--- src/rtl/fifo_trig_pkg.sv ---
// shared constants and types for the trigger level and fifo ready register bank
package fifo_trig_pkg;
  localparam logic [2:0] ADDR_DIV_LOW = 3'h0;
  localparam logic [2:0] ADDR_DIV_HIGH = 3'h1;
  localparam logic [2:0] ADDR_ENH = 3'h2;
  localparam logic [2:0] ADDR_LINE = 3'h3;
  localparam logic [2:0] ADDR_MODEM = 3'h4;
  localparam logic [2:0] ADDR_X5 = 3'h5;
  localparam logic [2:0] ADDR_X6 = 3'h6;
  localparam logic [2:0] ADDR_X7 = 3'h7;
  localparam logic [7:0] LINE_DIVISOR_KEY = 8'h80;
  localparam logic [7:0] LINE_EXT_KEY = 8'hBF;
  localparam int ENH_ENABLE_BIT = 4;
  localparam int MODEM_RDY_EN_BIT = 2;
  localparam int MODEM_LOOP_BIT = 4;
  localparam int MODEM_EXT_BIT = 6;
  localparam int MODEM_PRESCALE_BIT = 7;
  localparam logic [7:0] MODEM_PROT_MASK = 8'hE0;
  localparam logic [7:0] IER_PROT_MASK = 8'hF0;
  localparam logic [7:0] FIFO_CTRL_PROT_MASK = 8'h30;
  localparam logic [7:0] RESET_BYTE = 8'h00;
  localparam logic [7:0] RESET_LINE = 8'h00;
  localparam logic [7:0] RESET_DIV = 8'h01;
  localparam logic [3:0] TRIG_FIELD_OFF = 4'h0;

  typedef struct packed {
    logic [6:0] tx_free;
    logic [6:0] rx_count;
    logic rx_timeout;
  } fifo_level_t;

  typedef struct packed {
    logic [7:0] divisor_low;
    logic [7:0] divisor_high;
    logic [7:0] enhanced_feature_ctrl;
    logic [7:0] line_control;
    logic [7:0] modem_control;
    logic [7:0] int_enable;
    logic [7:0] fifo_control;
    logic [7:0] resume_char_one;
    logic [7:0] resume_char_two;
    logic [7:0] stop_char_one;
    logic [7:0] stop_char_two;
    logic [7:0] flow_threshold_ctrl;
    logic [7:0] fifo_trigger_levels;
  } chan_regs_t;
endpackage : fifo_trig_pkg

--- src/rtl/fifo_trig_regs.sv ---
// register bank for trigger levels, fifo ready status and gated extended registers
`timescale 1ns/1ps
module fifo_trig_regs (
  input wire logic mclk,
  input wire logic rst_n,
  input wire logic [2:0] addr,
  input wire logic [1:0] chan_sel_n,
  input wire logic wr_stb,
  input wire logic rd_stb,
  input wire logic [7:0] wr_data,
  output logic [7:0] rd_data,
  input wire fifo_trig_pkg::fifo_level_t [1:0] fifo_level,
  output logic [1:0] prescale_alt,
  output logic [15:0] divisor_a,
  output logic [15:0] divisor_b,
  output logic [7:0] flow_thresholds_a,
  output logic [7:0] flow_thresholds_b,
  output logic [6:0] tx_trig_a,
  output logic [6:0] rx_trig_a,
  output logic [6:0] tx_trig_b,
  output logic [6:0] rx_trig_b
);
  fifo_trig_pkg::chan_regs_t [1:0] regs_q;
  fifo_trig_pkg::chan_regs_t [1:0] regs_d;
  logic [2:0] addr_s1_q;
  logic [2:0] addr_s_q;
  logic [1:0] cs_s1_q;
  logic [1:0] cs_n_s_q;
  logic wr_s1_q;
  logic wr_s_q;
  logic wr_prev_q;
  logic rd_s1_q;
  logic rd_s_q;
  logic [7:0] wd_s1_q;
  logic [7:0] wd_s_q;
  logic [7:0] rd_data_q;
  logic [7:0] rd_data_d;
  logic [7:0] ready_byte;
  logic [6:0] tx_lvl [2];
  logic [6:0] rx_lvl [2];
  logic [1:0] tx_rdy;
  logic [1:0] rx_rdy;
  logic wr_pulse;

  // two-stage synchronisers for bus pins
  always_ff @(posedge mclk)
  begin
    if (!rst_n)
    begin
      addr_s1_q <= 3'h0;
      addr_s_q <= 3'h0;
      cs_s1_q <= 2'h3;
      cs_n_s_q <= 2'h3;
      wr_s1_q <= 1'b0;
      wr_s_q <= 1'b0;
      wr_prev_q <= 1'b0;
      rd_s1_q <= 1'b0;
      rd_s_q <= 1'b0;
      wd_s1_q <= 8'h00;
      wd_s_q <= 8'h00;
    end
    else
    begin
      addr_s1_q <= addr;
      addr_s_q <= addr_s1_q;
      cs_s1_q <= chan_sel_n;
      cs_n_s_q <= cs_s1_q;
      wr_s1_q <= wr_stb;
      wr_s_q <= wr_s1_q;
      wr_prev_q <= wr_s_q;
      rd_s1_q <= rd_stb;
      rd_s_q <= rd_s1_q;
      wd_s1_q <= wr_data;
      wd_s_q <= wd_s1_q;
    end
  end

  assign wr_pulse = wr_s_q && !wr_prev_q;

  for (genvar c = 0; c < 2; c++)
  begin : g_chan
    trig_select u_tx (
      .trig_field(regs_q[c].fifo_trigger_levels[3:0]),
      .ctrl_sel(regs_q[c].fifo_control[5:4]),
      .level(fifo_level[c].tx_free),
      .is_tx(1'b1),
      .rx_timeout(1'b0),
      .active_level(tx_lvl[c]),
      .ready(tx_rdy[c])
    );
    trig_select u_rx (
      .trig_field(regs_q[c].fifo_trigger_levels[7:4]),
      .ctrl_sel(regs_q[c].fifo_control[7:6]),
      .level(fifo_level[c].rx_count),
      .is_tx(1'b0),
      .rx_timeout(fifo_level[c].rx_timeout),
      .active_level(rx_lvl[c]),
      .ready(rx_rdy[c])
    );
  end

  assign ready_byte = {2'b00, rx_rdy, 2'b00, tx_rdy};

  always_comb
  begin
    logic enh;
    logic ext;
    logic divk;
    logic bfk;
    enh = 1'b0;
    ext = 1'b0;
    divk = 1'b0;
    bfk = 1'b0;
    regs_d = regs_q;
    for (int c = 0; c < 2; c++)
    begin
      enh = regs_q[c].enhanced_feature_ctrl[fifo_trig_pkg::ENH_ENABLE_BIT];
      ext = regs_q[c].modem_control[fifo_trig_pkg::MODEM_EXT_BIT];
      bfk = (regs_q[c].line_control == fifo_trig_pkg::LINE_EXT_KEY);
      divk = regs_q[c].line_control[7] && !bfk;
      if (wr_pulse && !cs_n_s_q[c])
      begin
        case (addr_s_q)
          fifo_trig_pkg::ADDR_DIV_LOW:
          begin
            if (divk)
              regs_d[c].divisor_low = wd_s_q;
          end
          fifo_trig_pkg::ADDR_DIV_HIGH:
          begin
            if (divk)
              regs_d[c].divisor_high = wd_s_q;
            else if (!bfk)
              regs_d[c].int_enable = enh ? wd_s_q :
                ((wd_s_q & ~fifo_trig_pkg::IER_PROT_MASK) |
                 (regs_q[c].int_enable & fifo_trig_pkg::IER_PROT_MASK));
          end
          fifo_trig_pkg::ADDR_ENH:
          begin
            if (bfk)
              regs_d[c].enhanced_feature_ctrl = wd_s_q;
            else if (!divk)
              regs_d[c].fifo_control = enh ? wd_s_q :
                ((wd_s_q & ~fifo_trig_pkg::FIFO_CTRL_PROT_MASK) |
                 (regs_q[c].fifo_control & fifo_trig_pkg::FIFO_CTRL_PROT_MASK));
          end
          fifo_trig_pkg::ADDR_LINE: regs_d[c].line_control = wd_s_q;
          fifo_trig_pkg::ADDR_MODEM:
          begin
            if (bfk)
              regs_d[c].resume_char_one = wd_s_q;
            else
              regs_d[c].modem_control = enh ? wd_s_q :
                ((wd_s_q & ~fifo_trig_pkg::MODEM_PROT_MASK) |
                 (regs_q[c].modem_control & fifo_trig_pkg::MODEM_PROT_MASK));
          end
          fifo_trig_pkg::ADDR_X5:
          begin
            if (bfk)
              regs_d[c].resume_char_two = wd_s_q;
          end
          fifo_trig_pkg::ADDR_X6:
          begin
            if (bfk)
              regs_d[c].stop_char_one = wd_s_q;
            else if (enh && ext)
              regs_d[c].flow_threshold_ctrl = wd_s_q;
          end
          default:
          begin
            if (bfk)
              regs_d[c].stop_char_two = wd_s_q;
            else if (enh && ext)
              regs_d[c].fifo_trigger_levels = wd_s_q;
          end
        endcase
      end
    end
  end
  always_comb
  begin
    logic sel;
    logic bfk;
    logic [7:0] modem_v;
    logic [7:0] line_v;
    sel = cs_n_s_q[0] ? 1'b1 : 1'b0;
    modem_v = regs_q[sel].modem_control;
    line_v = regs_q[sel].line_control;
    bfk = (line_v == fifo_trig_pkg::LINE_EXT_KEY);
    rd_data_d = rd_data_q;
    if (rd_s_q && !(&cs_n_s_q))
    begin
      case (addr_s_q)
        fifo_trig_pkg::ADDR_DIV_LOW:
          rd_data_d = (line_v[7] && !bfk) ? regs_q[sel].divisor_low : 8'h00;
        fifo_trig_pkg::ADDR_DIV_HIGH:
          rd_data_d = (line_v[7] && !bfk) ? regs_q[sel].divisor_high : regs_q[sel].int_enable;
        fifo_trig_pkg::ADDR_ENH: rd_data_d = bfk ? regs_q[sel].enhanced_feature_ctrl : 8'h00;
        fifo_trig_pkg::ADDR_LINE: rd_data_d = line_v;
        fifo_trig_pkg::ADDR_MODEM: rd_data_d = bfk ? regs_q[sel].resume_char_one : modem_v;
        fifo_trig_pkg::ADDR_X5: rd_data_d = bfk ? regs_q[sel].resume_char_two : 8'h00;
        fifo_trig_pkg::ADDR_X6:
          rd_data_d = bfk ? regs_q[sel].stop_char_one : regs_q[sel].flow_threshold_ctrl;
        fifo_trig_pkg::ADDR_X7:
        begin
          if (bfk)
            rd_data_d = regs_q[sel].stop_char_two;
          else if (modem_v[fifo_trig_pkg::MODEM_RDY_EN_BIT] &&
            !modem_v[fifo_trig_pkg::MODEM_LOOP_BIT])
            rd_data_d = ready_byte;
          else
            rd_data_d = regs_q[sel].fifo_trigger_levels;
        end
        default: rd_data_d = 8'h00;
      endcase
    end
  end
  always_ff @(posedge mclk)
  begin
    if (!rst_n)
    begin
      for (int c = 0; c < 2; c++)
      begin
        regs_q[c] <= '0;
        regs_q[c].divisor_low <= fifo_trig_pkg::RESET_DIV;
      end
      rd_data_q <= fifo_trig_pkg::RESET_BYTE;
    end
    else
    begin
      regs_q <= regs_d;
      rd_data_q <= rd_data_d;
    end
  end
  assign rd_data = rd_data_q;
  assign prescale_alt = {regs_q[1].modem_control[fifo_trig_pkg::MODEM_PRESCALE_BIT],
    regs_q[0].modem_control[fifo_trig_pkg::MODEM_PRESCALE_BIT]};
  assign divisor_a = {regs_q[0].divisor_high, regs_q[0].divisor_low};
  assign divisor_b = {regs_q[1].divisor_high, regs_q[1].divisor_low};
  assign flow_thresholds_a = regs_q[0].flow_threshold_ctrl;
  assign flow_thresholds_b = regs_q[1].flow_threshold_ctrl;
  assign tx_trig_a = tx_lvl[0];
  assign rx_trig_a = rx_lvl[0];
  assign tx_trig_b = tx_lvl[1];
  assign rx_trig_b = rx_lvl[1];

  logic rdy_read_a;
  assign rdy_read_a = rd_s_q && !cs_n_s_q[0] && addr_s_q == fifo_trig_pkg::ADDR_X7 &&
    regs_q[0].line_control != fifo_trig_pkg::LINE_EXT_KEY &&
    regs_q[0].modem_control[fifo_trig_pkg::MODEM_RDY_EN_BIT] &&
    !regs_q[0].modem_control[fifo_trig_pkg::MODEM_LOOP_BIT];
endmodule : fifo_trig_regs

--- src/rtl/trig_select.sv ---
// active trigger level selection and ready flag for one direction (tx or rx) of one channel
`timescale 1ns/1ps
module trig_select (
  input wire logic [3:0] trig_field,
  input wire logic [1:0] ctrl_sel,
  input wire logic [6:0] level,
  input wire logic is_tx,
  input wire logic rx_timeout,
  output logic [6:0] active_level,
  output logic ready
);
  logic [6:0] ctrl_level;
  always_comb
  begin
    case (ctrl_sel)
      2'h0: ctrl_level = is_tx ? 7'h08 : 7'h08;
      2'h1: ctrl_level = is_tx ? 7'h10 : 7'h10;
      2'h2: ctrl_level = is_tx ? 7'h20 : 7'h38;
      default: ctrl_level = is_tx ? 7'h38 : 7'h3C;
    endcase
    if (trig_field == fifo_trig_pkg::TRIG_FIELD_OFF)
      active_level = ctrl_level;
    else
      active_level = {1'b0, trig_field, 2'b00};
    if (is_tx)
      ready = (level >= active_level);
    else
      ready = (level > active_level) || rx_timeout;
  end
endmodule : trig_select

--- config.mk ---
export PLATFORM = sky130hd
export DESIGN_NAME = fifo_trig_regs
export DESIGN_NICKNAME = d
export VERILOG_FILES = /design/src/rtl/fifo_trig_pkg.sv /design/src/rtl/fifo_trig_regs.sv /design/src/rtl/trig_select.sv
export SDC_FILE = /design/constraint.sdc
export NUM_CORES = 1
export LEC_CHECK = 0
export ABC_AREA = 0
export BUFFER_PORTS_ARGS = -buffer_cell sky130_fd_sc_hd__buf_2
export CORE_MARGIN = 8
export CORE_UTILIZATION = 50
export CTS_BUF_LIST = sky130_fd_sc_hd__clkbuf_4
export DETAILED_ROUTE_END_ITERATION = 10
export GPL_TIMING_DRIVEN = 0
export HOLD_SLACK_MARGIN = 0.03
export PLACE_DENSITY = 0.72
export SETUP_SLACK_MARGIN = 0.5
export SLEW_MARGIN = 15
export SYNTH_ARGS = -nofsm -noshare
export SYNTH_HDL_FRONTEND = slang
export SYNTH_SLANG_ARGS = --single-unit
export TNS_END_PERCENT = 100
--- constraint.sdc ---
create_clock -name mclk -period 2.2 [get_ports mclk]
set_clock_uncertainty 0.1 [all_clocks]
set_input_delay 0.44 -clock mclk [delete_from_list [all_inputs] [get_ports mclk]]
set_output_delay 0.44 -clock mclk [all_outputs]
set_load 0.01 [all_outputs]
==> impl_summary.log <==
[metrics] outcome: finished, violations left
[metrics] most frequent cells in the layout: mux2i_1 (207), nor2b_1 (168), buf_6 (157)
[metrics] Area growth syn-to-layout: 47.1%
[metrics] LEAKAGE: ~7.5 nW
[metrics] failing checks: negative setup slack
[metrics] worst-case vdd ir drop: 0.000584 V
[metrics] Avg Vias per Cell: around 5.9
[metrics] die area: 29,400 um^2
[metrics] family with the most delay on the worst path: compound AO/OA/AOI/OAI gates
[metrics] Pwr Total: 9.20 mW
[metrics] Crit. End Element: flip-flop
[metrics] number of levels in the clock H-tree: 3
[metrics] TritonCTS clock tree: done
[metrics] Hold/Removal Path Class: input pin to flip-flop
[metrics] starting utilization of the core area: 0.502
[metrics] max-capacitance violation count: 0
[metrics] Clock Power Share: 0.450
[metrics] clock buffer count from CTS: 67
[metrics] setup repair after global routing missed its margin: yes
[metrics] Num Clock Sinks: 239
[metrics] portion of synthesized cell area occupied by the leading cell type: 0.396
[metrics] 1st-pass router iterations: 5
[metrics] cell taking the most area after synthesis: dfxtp_1
[metrics] slowest stage cell on the critical path: a31oi_1
[metrics] HPWL Detailed: 29,900 um
[metrics] count of buffers inserted at the top-level ports: between 100 and 150
[metrics] DR DRC count: 0
[metrics] instance area at placement: 13,400 um^2
[metrics] share of the cycle needed by the critical path after routing: 1.27
[metrics] WHS: 0.0526 ns
[metrics] net switching component of the power: 2.37 mW
[metrics] required time of the worst setup path: around 2.7 ns
[metrics] number of warnings printed during yosys synthesis: 0
[metrics] fraction of power spent switching nets: 0.258
[metrics] critical path launch point type: flip-flop
[metrics] most common library cell in the layout ignoring fill and taps: mux2i_1
[metrics] post-synthesis cell count: 1,261
[metrics] critical path cell sequence: nand4b_4 > nor3_4 > buf_4 > nor3_4 > buf_6 > buf_4 > a31oi_1 > o31a_1 > a31oi_1
[metrics] Final Wtd Congestion: slightly below 1
[metrics] final-stage net count: 1,692
[metrics] fin. max-slew vios: 0
[metrics] share of synthesized area occupied by flip-flops and latches: 0.396
[metrics] number of global-route vias before repair: 11,000
[metrics] Crit Path Max Fanout: 7
[metrics] Clock Latency Late Sink: 0.71 ns
[metrics] std cell rows: 57
[metrics] first-pass GRT wire length: 66,800 um
[metrics] crit path buf inv count: 3
[metrics] slew at the pin with the worst max-slew slack: just over 1 ns
[metrics] maximum clock frequency: 0.358 GHz
[metrics] area of the core: around 24,000 um^2
[metrics] netlist area before placement: ~12,000 um^2
[metrics] clock-pin slew reported for the worst setup and hold paths after clock tree synthesis: roughly 0.09 ns
[metrics] post-detailed-route count of antenna-violating nets: 0
[metrics] Tot GR Track Use: 0.304
[metrics] critical path arrival: 3.25 ns
[metrics] DIE HEIGHT: 171 um
[metrics] die extent in x: about 170 um
[metrics] pin count of the biggest net entering global routing: 11
[metrics] root buffer cell: clkbuf_4
[metrics] Setup violations, final: 12
[metrics] Flop pwr share: 0.473
[metrics] main flop type after synthesis: dfxtp_1
[metrics] Async S/R FF share, synth: 0
[metrics] aggregate routed wire length: 48,600 um
[metrics] Int Power: 6.83 mW
[metrics] mean cell area of the mapped netlist: 9.58 um^2
[metrics] worst-case headroom to the max-slew limit: 0.325
[metrics] length in cells of the worst reg-to-reg path: 9
[metrics] critical path type: flip-flop to flip-flop
[metrics] Routed wire per std cell: 24.4 um
[metrics] leading post-synthesis cells by cell area: dfxtp_1 (40%), mux2i_1 (18%), nor2b_1 (8.9%), buf_4 (4.1%), ha_1 (2.3%)
[metrics] share of cells above drive strength 1: 0.466
[metrics] largest stage delay on the critical path: 0.51 ns
[metrics] cell count along the critical path: 9
[metrics] Remaining Overflow, GRT: 0
[metrics] part of the total power dissipated in combinational logic: 0.077
[metrics] number of DRC violations after detailed-routing iteration 0: roughly 1,300
[metrics] final setup margin: -0.590 ns
[metrics] count of unique library cells instantiated by Yosys: 67
[metrics] number of flops mapped to enable cells by yosys: 0
[metrics] number of vias in the routed layout: 11,700
[metrics] post-route design area: 17,800 um^2
[metrics] endpoints failing hold: 0
[metrics] Bufs on Longest Clock Path: 3
[metrics] Worst Setup Slack post-DPL: -0.582 ns
[metrics] number of antenna violations at the first check in global routing: 2
[metrics] number of flip-flops and latches in the synthesized netlist: 239
[metrics] IO Count: around 130
[metrics] Final Critical Period: 2.79 ns
[metrics] total power per unit cell area: roughly 520 nW/um^2
[metrics] Min-Delay Path Depth: 2
==> flip-flops by register name, summed over array words and instances, names as in the netlist, 8 cells and up <==
| signal | count |
|---|---|
| divisor_a | 16 |
| rd_data | 8 |
| regs_q | 150 |
| wd_s_q | 8 |
| wd_s1_q | 8 |
| flow_thresholds_b | 8 |
| flow_thresholds_a | 8 |
| divisor_b | 16 |
==> synthesized netlist by cell type (3+ instances only) <==
| master | number |
|---|---|
| a211oi_1 | 5 |
| a21boi_0 | 32 |
| a21oi_1 | 12 |
| a221oi_1 | 9 |
| a31oi_1 | 16 |
| a32oi_1 | 3 |
| and2_1 | 29 |
| and3b_1 | 3 |
| buf_1 | 4 |
| buf_2 | 15 |
| buf_4 | 66 |
| clkbuf_1 | 63 |
| dfxtp_1 | 239 |
| ha_1 | 22 |
| inv_1 | 24 |
| mux2_1 | 4 |
| mux2_2 | 22 |
| mux2i_1 | 223 |
| mux4_2 | 3 |
| nand2_1 | 63 |
| nand2b_1 | 10 |
| nand3_1 | 55 |
| nand4_1 | 6 |
| nor2_1 | 26 |
| nor2_2 | 6 |
| nor2_4 | 4 |
| nor2b_1 | 172 |
| nor3_1 | 9 |
| nor3_4 | 3 |
| nor4_1 | 3 |
| o211ai_1 | 5 |
| o21a_1 | 7 |
| o21ai_0 | 33 |
| o22ai_1 | 12 |
| o31a_1 | 3 |
| or4_1 | 3 |
==> final cells by class <==
cell class                      count  area, um^2
Multi-Input combinational cell    860        7450
Fill cell                        1603        6270
Sequential cell                   239        4960
Timing Repair Buffer              282        2660
Buffer                            148        1350
Clock buffer                       94         706
Tap cell                          324         405
Clock inverter                     12         110
Inverter                           25         106
Antenna cell                        3        7.51
==> routing by layer <==
layer | vias to the layer above | track usage | wire length [um]
li1 | 5066 | - | -
met1 | 5610 | 0.370 | 18300
met2 | 813 | 0.476 | 21800
met3 | 202 | 0.0810 | 5600
met4 | 2 | 0.185 | 2830
met5 | - | 0 | 30
==> path summary, 6_finish.rpt <==
kind | endpoint | slack, ns | startpoint
hold / removal | regs_q[79] | 0.05 | rst_n
setup reg to reg | rd_data[0] | -0.59 | regs_q[182]
hold reg to reg | cs_n_s_q[1] | 0.30 | cs_s1_q[1]
setup / recovery | rd_data[0] | -0.59 | regs_q[182]
==> cells by family (layout without fill, tap and decap cells) <==
logic type                 Yosys count  after routing  share of synthesized area
adders and majority gates           22             22                     0.0228
buffers and inverters              173            561                     0.0760
other                                1             15                   0.000311
muxes                              252            252                      0.215
DFF                                239            239                      0.396
AOI/OAI and AO/OA                  162            162                     0.0917
and+or+nand+nor                    412            412                      0.198
==> timing repair <==
action	4_1_cts	5_1_grt
endpoints found under the setup margin	282	282
hold buffers	15	0
pin swaps	79	68
hold endpoints to repair	15	0
gates resized for setup	298	267
setup buffers	108	38
cloned	2	0
==> stage by stage <==
step | instances | utilization | setup TNS [ns]
floorplan | 1272 | - | 0
global route | 1985 | 0.739 | -2.45
finish | 1987 | 0.739 | -1.77
detailed placement | 1715 | 0.560 | -17.82
global placement | 1715 | 0.560 | -16.27
CTS | 1946 | 0.686 | -1.03
==> power by group through the flow <==
stage	Combinational (mW)	Sequential, mW	Clock (mW)
floorplan	0.302	4.46	0
global placement	0.502	4.47	0
detailed placement	0.505	4.47	0
CTS	0.632	4.35	4.13
global route	0.727	4.35	4.39
finish	0.709	4.35	4.14
No activity file was read; power rests on OpenSTA's default activity.
